**config.mk**
```make
export PLATFORM = sky130hd
export DESIGN_NAME = msf_status_bank
export DESIGN_NICKNAME = d
export VERILOG_FILES = /design/src/rtl/msf_pkg.sv /design/src/rtl/msf_read_if.sv /design/src/rtl/msf_byte_tx.sv /design/src/rtl/msf_status_bank.sv
export VERILOG_INCLUDE_DIRS = /design/src /design/src/rtl
export SDC_FILE = /design/constraint.sdc
export NUM_CORES = 1
export LEC_CHECK = 0
export BUFFER_PORTS_ARGS = -buffer_cell sky130_fd_sc_hd__buf_2
export CELL_PAD_IN_SITES_DETAIL_PLACEMENT = 1
export CELL_PAD_IN_SITES_GLOBAL_PLACEMENT = 2
export CORE_ASPECT_RATIO = 0.75
export CORE_UTILIZATION = 35
export DETAILED_ROUTE_END_ITERATION = 8
export HOLD_SLACK_MARGIN = 0.15
export PLACE_DENSITY = 0.9
export SYNTH_ARGS = -nofsm -noshare
export SYNTH_HDL_FRONTEND = slang
export SYNTH_SLANG_ARGS = --single-unit
```
**constraint.sdc**
```tcl
create_clock -name clk -period 2.85 [get_ports clk]
set_clock_uncertainty 0.2 [all_clocks]
set_input_delay 0.4275 -clock clk [delete_from_list [all_inputs] [get_ports clk]]
set_output_delay 0.4275 -clock clk [all_outputs]
set_load 0.01 [all_outputs]
```
**src/rtl/msf_defs.svh**
```systemverilog
`ifndef MSF_DEFS_SVH
`define MSF_DEFS_SVH
`define MSF_ID_STOP        8'h00
`define MSF_ID_SEEN        8'h01
`define MSF_ID_LINK        8'h02
`define MSF_ID_LIMIT       8'h03
`define MSF_ID_RESET       8'h7F
`define MSF_ERR_MASK       16'h03FF
`define MSF_LINK_MASK      16'h003E
`define MSF_LIMIT_MASK     16'h03FF
`define MSF_SWITCH_LEVEL   16'sh0640
`define MSF_RC_EXT_PIN     8'h04
`define MSF_RC_POWER       8'h0C
`define MSF_RC_SOFTWARE    8'h14
`define MSF_RC_WATCHDOG    8'h24
`define MSF_FLASH_MS       2000
`define MSF_CLK_MHZ        100
`define MSF_FLASH_CYCLES   (`MSF_FLASH_MS * 1000 * `MSF_CLK_MHZ)
`define MSF_BLINK_CYCLES   25000000
`endif

```
**src/rtl/msf_pkg.sv**
```systemverilog
package msf_pkg;
  typedef enum logic [2:0] {
    MSF_IDLE = 3'b001,
    MSF_LOW  = 3'b010,
    MSF_HIGH = 3'b100
  } msf_tx_state_t;
  typedef logic [15:0] msf_word_t;
endpackage

```
**src/rtl/msf_read_if.sv**
```systemverilog
`timescale 1ns/1ps
`default_nettype none
interface msf_read_if;
  logic       req;
  logic [7:0] id;
  logic       busy;
  logic       taken;
  modport fsm  (input req, input id, output busy, output taken);
  modport bank (output req, output id, input busy, input taken);
endinterface
`default_nettype wire

```
**src/rtl/msf_byte_tx.sv**
```systemverilog
`timescale 1ns/1ps
`default_nettype none
`include "msf_defs.svh"
module msf_byte_tx
  import msf_pkg::*;
(
  input  wire logic       clk,
  input  wire logic       rst_n,
  msf_read_if.fsm         rd,
  input  wire logic [15:0] word,
  input  wire logic       byte_ready,
  output logic [7:0]      byte_data,
  output logic            byte_valid
);
  msf_tx_state_t state;
  logic [7:0]    high_byte;

  assign rd.busy  = (state != MSF_IDLE);
  assign rd.taken = rd.req && (state == MSF_IDLE);

  // low byte first, then high byte
  always_ff @(posedge clk or negedge rst_n) begin
    if (!rst_n) begin
      state      <= MSF_IDLE;
      byte_data  <= 8'h00;
      byte_valid <= 1'b0;
      high_byte  <= 8'h00;
    end else begin
      unique case (state)
        MSF_IDLE: begin
          if (rd.req) begin
            byte_data  <= word[7:0];
            high_byte  <= word[15:8];
            byte_valid <= 1'b1;
            state      <= MSF_LOW;
          end
        end
        MSF_LOW: begin
          if (byte_ready) begin
            byte_data <= high_byte;
            state     <= MSF_HIGH;
          end
        end
        MSF_HIGH: begin
          if (byte_ready) begin
            byte_valid <= 1'b0;
            state      <= MSF_IDLE;
          end
        end
        default: state <= MSF_IDLE;
      endcase
    end
  end

  low_first_a: assert property (@(posedge clk) disable iff (!rst_n)
    rd.taken |=> byte_valid && byte_data == $past(word[7:0]))
    else $error("low byte not sent first");
  high_second_a: assert property (@(posedge clk) disable iff (!rst_n)
    (state == MSF_LOW && byte_ready) |=> byte_valid && byte_data == $past(high_byte))
    else $error("high byte not sent second");
endmodule
`default_nettype wire

```
**src/rtl/msf_status_bank.sv**
```systemverilog
`timescale 1ns/1ps
`default_nettype none
`include "msf_defs.svh"
module msf_status_bank
  import msf_pkg::*;
#(
  parameter int FLASH_CYCLES = `MSF_FLASH_CYCLES,
  parameter int BLINK_CYCLES = `MSF_BLINK_CYCLES
) (
  input  wire logic        clk,
  input  wire logic        rst_n,
  input  wire logic [9:0]  stop_error_in,
  input  wire logic [4:0]  link_error_evt,
  input  wire logic [4:0]  limit_cond_in,
  input  wire logic [3:0]  switch_enable,
  input  wire logic [15:0] pulse_channel_one,
  input  wire logic [15:0] pulse_channel_two,
  input  wire logic [15:0] analog_channel_one,
  input  wire logic [15:0] analog_channel_two,
  input  wire logic        usb_kill,
  input  wire logic [3:0]  reset_source,
  input  wire logic        read_req,
  input  wire logic [7:0]  read_id,
  output logic             read_busy,
  output logic             read_bad_id,
  input  wire logic        byte_ready,
  output logic [7:0]       byte_data,
  output logic             byte_valid,
  output logic             motor_enable,
  output logic             yellow_led
);
  msf_read_if rd ();
  msf_word_t  current_stop_errors;
  msf_word_t  sticky_errors_seen;
  msf_word_t  sticky_link_errors;
  msf_word_t  output_limit_flags;
  msf_word_t  reset_cause_code;
  msf_word_t  read_word;
  logic       captured;
  logic [31:0] flash_cnt;
  logic [31:0] blink_cnt;
  logic [3:0]  blink_num;
  logic        rd_seen;
  logic        rd_link;

  function automatic logic switch_on(input logic [15:0] v);
    return $signed(v) >= `MSF_SWITCH_LEVEL;
  endfunction

  assign rd.req      = read_req;
  assign rd.id       = read_id;
  assign read_busy   = rd.busy;
  assign read_bad_id = read_req && !rd.busy && !(read_id inside {`MSF_ID_STOP,
                       `MSF_ID_SEEN, `MSF_ID_LINK, `MSF_ID_LIMIT, `MSF_ID_RESET});
  assign rd_seen = rd.taken && read_id == `MSF_ID_SEEN;
  assign rd_link = rd.taken && read_id == `MSF_ID_LINK;

  always_comb begin
    unique case (rd.id)
      `MSF_ID_STOP:  read_word = current_stop_errors;
      `MSF_ID_SEEN:  read_word = sticky_errors_seen;
      `MSF_ID_LINK:  read_word = sticky_link_errors;
      `MSF_ID_LIMIT: read_word = output_limit_flags;
      `MSF_ID_RESET: read_word = reset_cause_code;
      default:       read_word = 16'h0000;
    endcase
  end

  always_ff @(posedge clk or negedge rst_n) begin
    if (!rst_n) current_stop_errors <= 16'h0000;
    else current_stop_errors <= {6'h00, stop_error_in};
  end

  assign motor_enable = (current_stop_errors == 16'h0000);

  // a new error in the read cycle survives the clear
  always_ff @(posedge clk or negedge rst_n) begin
    if (!rst_n) sticky_errors_seen <= 16'h0000;
    else sticky_errors_seen <= (rd_seen ? 16'h0000 : sticky_errors_seen)
                               | {6'h00, stop_error_in};
  end

  always_ff @(posedge clk or negedge rst_n) begin
    if (!rst_n) sticky_link_errors <= 16'h0000;
    else sticky_link_errors <= (rd_link ? 16'h0000 : sticky_link_errors)
                               | {10'h000, link_error_evt, 1'b0};
  end

  always_ff @(posedge clk or negedge rst_n) begin
    if (!rst_n) output_limit_flags <= 16'h0000;
    else output_limit_flags <= {6'h00, usb_kill,
      switch_enable[3] && switch_on(analog_channel_two),
      switch_enable[2] && switch_on(analog_channel_one),
      switch_enable[1] && switch_on(pulse_channel_two),
      switch_enable[0] && switch_on(pulse_channel_one),
      limit_cond_in[4:1], limit_cond_in[0] | (|stop_error_in)};
  end

  // cause sampled at first clock after release, never again
  always_ff @(posedge clk or negedge rst_n) begin
    if (!rst_n) begin
      captured         <= 1'b0;
      reset_cause_code <= 16'h0000;
    end else if (!captured) begin
      captured <= 1'b1;
      priority case (1'b1)
        reset_source[0]: reset_cause_code <= {8'h00, `MSF_RC_EXT_PIN};
        reset_source[1]: reset_cause_code <= {8'h00, `MSF_RC_POWER};
        reset_source[2]: reset_cause_code <= {8'h00, `MSF_RC_SOFTWARE};
        reset_source[3]: reset_cause_code <= {8'h00, `MSF_RC_WATCHDOG};
        default:         reset_cause_code <= 16'h0000;
      endcase
    end
  end

  // even slots light; cause bits 5:3 plus one pulses per sixteen slots
  // bits 5:3 differ for all four causes, bits 7:5 would not
  always_ff @(posedge clk or negedge rst_n) begin
    if (!rst_n) begin
      flash_cnt  <= 32'h0;
      blink_cnt  <= 32'h0;
      blink_num  <= 4'h0;
      yellow_led <= 1'b0;
    end else if (captured && flash_cnt < FLASH_CYCLES) begin
      flash_cnt <= flash_cnt + 32'h1;
      if (blink_cnt >= BLINK_CYCLES - 1) begin
        blink_cnt <= 32'h0;
        blink_num <= blink_num + 4'h1;
        yellow_led <= !blink_num[0]
                      && ({1'b0, blink_num[3:1]} < {1'b0, reset_cause_code[5:3]} + 4'h1);
      end else blink_cnt <= blink_cnt + 32'h1;
    end else yellow_led <= 1'b0;
  end

  msf_byte_tx u_tx (
    .clk        (clk),
    .rst_n      (rst_n),
    .rd         (rd.fsm),
    .word       (read_word),
    .byte_ready (byte_ready),
    .byte_data  (byte_data),
    .byte_valid (byte_valid)
  );

  motor_stop_a: assert property (@(posedge clk) disable iff (!rst_n)
    (|stop_error_in) |=> !motor_enable)
    else $error("motor enabled with error");
  seen_clear_a: assert property (@(posedge clk) disable iff (!rst_n)
    (rd_seen && stop_error_in == 10'h0) |=> sticky_errors_seen == 16'h0000)
    else $error("seen word not cleared");
  seen_hold_a: assert property (@(posedge clk) disable iff (!rst_n)
    !rd_seen |=> (sticky_errors_seen & $past(sticky_errors_seen))
                 == $past(sticky_errors_seen))
    else $error("seen bit lost");
  link_clear_a: assert property (@(posedge clk) disable iff (!rst_n)
    (rd_link && link_error_evt == 5'h0) |=> sticky_link_errors == 16'h0000)
    else $error("link word not cleared");
  link_reserved_a: assert property (@(posedge clk) disable iff (!rst_n)
    (sticky_link_errors & ~`MSF_LINK_MASK) == 16'h0000)
    else $error("link reserved bit set");
  limit_usb_a: assert property (@(posedge clk) disable iff (!rst_n)
    usb_kill |=> output_limit_flags[9])
    else $error("usb kill not flagged");
  limit_rsvd_a: assert property (@(posedge clk) disable iff (!rst_n)
    (output_limit_flags & ~`MSF_LIMIT_MASK) == 16'h0000)
    else $error("limit reserved bit set");
  cause_held_a: assert property (@(posedge clk) disable iff (!rst_n)
    captured |=> $stable(reset_cause_code))
    else $error("reset cause changed");
  stop_mirror_a: assert property (@(posedge clk) disable iff (!rst_n)
    1'b1 |=> current_stop_errors == {6'h00, $past(stop_error_in)})
    else $error("stop word mismatch");
endmodule
`default_nettype wire

```
# [Yosys cells after proc, flatten, opt, wreduce, memory -nomap -nowiden]
# Cells that the tools add are included.
[word_totals] ff_bits=158 in_bits=105 out_inout_bits=13 wordCells=85
[classes] addsub=4 n_lt_le_gt_ge=7 eq_ne=12 muxes=20 bitwise_logic=3 reduce_logical=25
[ops] cell="one-hot mux 16 bit (5 select lines)" count=1
[ops] cell="adder 32 x 1 -> 32 bit, second input constant" count=2
[ops] cell="greater-or-equal comparator 16 x 12 -> 1 bit, second input constant" count=4
[ops] cell="greater-or-equal comparator 32 x 25 -> 1 bit, second input constant" count=1
[ops] cell="< comparator 32 x 28 -> 1 bit, second input constant" count=1
[ops] cell="2-to-1 mux 16 bit" count=2
[ops] cell="2-to-1 mux 32 bit" count=1
[ops] cell="2-to-1 mux 6 bit" count=4
[ops] cell="equality test 8 x 2 -> 1 bit, second input constant" count=2
[ops] cell="zero test 16 bit" count=1
[ops] cell="2-to-1 mux 8 bit" count=2
[ops] cell="bitwise OR 16 x 10 -> 16 bit" count=1
[ops] cell="bitwise OR 16 x 6 -> 16 bit" count=1
[ops] cell="one-hot mux 8 bit (2 select lines)" count=1
[ops] cell="logical AND 1 bit" count=11
[ops] cell="OR reduction 10 bit" count=1
[ops] cell="2-to-1 mux 3 bit" count=3
[ops] cell="one-hot mux 3 bit (3 select lines)" count=1
[ops] cell="AND reduction 3 bit" count=3
[ops] cell="equality test 8 x 1 -> 1 bit, second input constant" count=1
[ops] cell="equality test 8 x 7 -> 1 bit, second input constant" count=1
[ops] cell="zero test 8 bit" count=1
[ops] cell="inequality test 2 bit, second input constant" count=3
[ops] cell="nonzero test 5 bit" count=1
[ops] cell="other kinds (14)" count=21

# [Depth between registers and ports, before layout]
[logic_depth] word_depth=5 mapped_depth=9 ltp_nobuf=8

# [By module]
# From an unflattened synthesis, not the netlist that was laid out.
[hier_totals] cells_unflattened=594 area_unflattened_um2=6389.9
[by_module_without_submodules] mod="msf_status_bank" instances=1 cells_per_inst=529 area_each_um2=5479.0 seq_area_each_um2=2727.6
[by_module_without_submodules] mod="msf_byte_tx" instances=1 cells_per_inst=65 area_each_um2=910.9 seq_area_each_um2=501.7

# [Worst setup path before layout]
# Ideal clock, no wire load.
[synth_timing] path_type="reg2reg" startpoint="register blink_cnt[0]" endpoint="register blink_num[1]" setup_ns=0.128 arrival_ns=1.958 required_ns=2.522 path_slack_ns=0.565 path_stages_with_launch=9 n_path_buf=2 synth_period_minus_slack_ns=2.285 cell_sequence="dfrtp_1 ha_1 and3_1 clkbuf_1 a211oi_2 o31a_1 buf_6 a21oi_4 mux2_1"
[synth_via] elab_chain_cells=2
[synth_lines] item="from (decl)" line_no="msf_status_bank.sv:41" rtl="logic [31:0] blink_cnt;"
[synth_lines] item="from (signal assigned)" line_no="msf_status_bank.sv:131" rtl="end else blink_cnt <= blink_cnt + 32'h1;"
[synth_lines] item="greater-or-equal comparator 32 x 25 -> 1 bit" line_no="msf_status_bank.sv:126" rtl="if (blink_cnt >= BLINK_CYCLES - 1) begin"
[synth_lines] item="AND reduction 2 bit (no line)"
[synth_lines] item="to (signal assigned)" line_no="msf_status_bank.sv:128" rtl="blink_num <= blink_num + 4'h1;"
[synth_lines] item="to (decl)" line_no="msf_status_bank.sv:42" rtl="logic [3:0] blink_num;"
# Every way passes these cells.
# A chain may end at the register's enable or synchronous reset.

# [Worst setup path after layout]
# Same ends and word-level chain as after synthesis.

==> results.toml <==
[outcome]
status = "complete, no violations"

[global_route]
grt_max_degree = 44
grt.overflow.total = 0
grt_pass1_vias = 5821
grt_pass1_wl_mm = 31.7
grtUsageTotal_pct = 23.6
antenna_found_initial = 0

[logic_synthesis]
synthMuxAreaShare_pct = 2.70
avgSynthCellArea_sq_um = 10.5
synth_top_cell_area_share_pct = 50.7
synth_compound_area_share_pct = 17.3
ys.flop_type = "dfrtp_1"
synth-seq-cells = 123
synth-simple-area-share_pct = 20.0
synth.largest_area_cell = "dfrtp_1"
ys_async_sr_fraction_pct = 100
synthTopCellsByArea = "dfrtp_1 (51%), nand3_1 (3.4%), xnor2_1 (2.9%)"
synth_top_family_by_area = "simple AND/OR/NAND/NOR gates"
synthCells = 572
synth-seq-area-share_pct = 51.1
synth.top_cells.by_count = "dfrtp_1 (122), nand2_1 (45), nand3_1 (41)"
synth_cell_types = 65
synth_fa_ha_area_share_pct = 1.25
netlist_area_sq_um = 6020
synth_edf_count = 0
synth_warnings = 0
yosysMostFrequentCell = "dfrtp_1"
synthXorXnorAreaFrac_pct = 4.36
synth_fp_nets = 683

[timing]
max_freq_mhz = 373
hold_ws_ps = 179
setup-violations-final = 0
slew_violations = 0
setup_tns_ps = 0
hold_viol_final = 0
min_period_over_period_pct = 94.1
min_period_ps = 2680
worst_pin_slew_ps = 578
setup_slack_ps = 169
relSlewSlack_pct = 61.5
rsz0062_at_grt = "false"

[clocking]
clk_pin_slew_ps = 60
cts-htree-levels = 4
clock_sinks = 123
root_buffer = "clkbuf_16"
clock_path_buffers = 2
cts_tree = "done"
cts_buffers = 17
clk-insertion-delay-late_ps = 430

[finish]
finalInstanceArea_sq_um = 7760
fin_nets = 818
nFillCells = 1875
regArea_sq_um = 3080
syn_to_final_growth_pct = 28.9
antenna_cells = 0
multi_input_comb_area_sq_um = 2760
drive_gt1_share_pct = 22.6

[placement]
placed_area_sq_um = 6710
gp_congestion = 0.832
portBuffers = 93
dp_hpwl_mm = 12.5
dpl_worst_slack_ps = 90.5

[floorplanning]
die_area_sq_um = 17700
die_h_um = 116
boundaryPins = 118
start_util_pct = 35.8
placementRows = 41
die_x_um = 153
core-area_sq_um = 16800

[flow_run]
maxCapViolCount = 0

[setup_path]
cp-end-kind = "register"
reg2reg_slack_ps = 170
timing.rr.start = "blink_cnt[0]"
cp.required_ps = 2950
ff2ff_path_depth = 7
crit_arrival_ps = 2780
r2r_end = "blink_num[1]"
critPathKind = "register to register"
critPathLaunchType = "register"
path_max_fanout = 10

[drt]
met3_length_um = 789
dr.pass1.iters = 5
dr.max_layer_used = "met4"
via_count = 5389
wl_per_cell_um = 21.2
met1_length_mm = 8.25
routed_wl_mm = 19.8
ant_nets = 0
drtIter0Drc = 310
wl_met2_mm = 10.1
drc = 0
viasPerCell = 5.76

[pwr]
switching_share_pct = 29.4
leakage_nw = 3.42
power_frac_comb_pct = 15.4
clkPwrFrac_pct = 44.1
power_mw = 5.15
p_sw_mw = 1.51
seqPwrFrac_pct = 40.5
vdd_drop_max_v = 0.000403
p_per_area_nw_per_um2 = 663
p_int_mw = 3.63

[min_path]
worstHoldPathType = "register to register"
min_path_cells = 0
min_from = "flash_cnt[29]"
min_to = "flash_cnt[29]"
## metrics by stage
| stage | instances | utilization [%] |
|---|---|---|
| 3_3_place_gp | 858 | 39.8 |
| 5_1_grt | 935 | 46.1 |
| 3_5_place_dp | 858 | 39.8 |
| 4_1_cts | 932 | 46.0 |
| 6_report | 935 | 46.1 |
| 2_1_floorplan | 572 | - |
## cells by family after synthesis
| group | Yosys count |
|---|---|
| AOI/OAI and AO/OA | 135 |
| xor gates and xnor gates | 30 |
| adders and majority gates | 6 |
| buffers and inverters | 41 |
| DFF | 123 |
| muxes | 13 |
| other | 1 |
| and+or+nand+nor | 223 |
## repair_timing
action / in CTS / in global routing
setup buffers: 0 / 3
setup endpoints to repair: 0 / 3
gates resized for setup: 0 / 2
hold buffers: 42 / 0
endpoints found under the hold margin: 80 / 0
## cell type report
type                            instances  share of cell area [%]
Sequential cell                       123                    39.7
Multi-Input combinational cell        408                    35.6
Timing Repair Buffer                  152                    13.2
Clock buffer                           20                    5.75
Tap cell                              215                    3.46
Clock inverter                         12                    2.08
Inverter                                5                   0.242
## cell usage in the layout, fill, tap and decap left out, drive strengths merged, types with 9 or more instances in the layout
cell / Yosys / layout
clkbuf: 22 / 20
inv: 5 / 9
nor2: 33 / 33
a21oi: 10 / 10
a2bb2oi: 10 / 10
nand4: 21 / 21
and3: 17 / 17
xnor2: 20 / 20
dlygate4sd3: 0 / 42
and4: 10 / 10
a21o: 17 / 17
dfrtp: 122 / 122
nor4: 9 / 9
nand3: 42 / 42
and2: 9 / 9
buf: 14 / 110
o21ai: 23 / 23
xor2: 10 / 10
o31ai: 15 / 15
nand2: 45 / 45
a22oi: 13 / 13
## state kept, by name (all words and copies together), names as in the netlist
| name | cells |
|---|---|
| u_tx.byte_data | 8 |
| current_stop_errors | 10 |
| blink_num | 4 |
| blink_cnt | 32 |
| captured | 1 |
| sticky_link_errors | 5 |
| output_limit_flags | 10 |
| sticky_errors_seen | 10 |
| flash_cnt | 32 |
| u_tx.high_byte | 2 |
| yellow_led | 1 |
| u_tx.state | 3 |
| u_tx.byte_valid | 1 |
| reset_cause_code | 4 |
## power by group through the flow
stage	Clock [mW]	Combinational (mW)	Sequential, mW
floorplan	0	0.512	2.03
global placement	0	0.686	2.08
detailed placement	0	0.733	2.10
CTS	2.27	0.783	2.08
global route	2.37	0.875	2.11
finish	2.27	0.794	2.08
## how the worst max path moves through the flow
stage / from / endpoint / slack (ps)
after floorplan: blink_cnt[0] / blink_num[1] / 560
after global placement: blink_cnt[10] / blink_cnt[21] / 270
after detailed placement: blink_cnt[10] / blink_cnt[17] / 90
after CTS: flash_cnt[11] / blink_cnt[17] / 90
after global routing: blink_cnt[10] / blink_cnt[22] / 10
final: blink_cnt[0] / blink_num[1] / 170
## metal layers
layer	global-route usage, %	up-vias
met5	0	-
met4	11.9	0
met3	6.43	62
met2	40.7	145
met1	27.4	2756
li1	-	2426
## critical path: stages, from the launching register on
cell and delay, ps:
dfrtp_1 400, ha_1 230, and3_1 310, a211oi_2 130, o31a_1 400, buf_4 180
a21oi_4 320, mux2_1 370
Power figures use the tool's default switching activity.
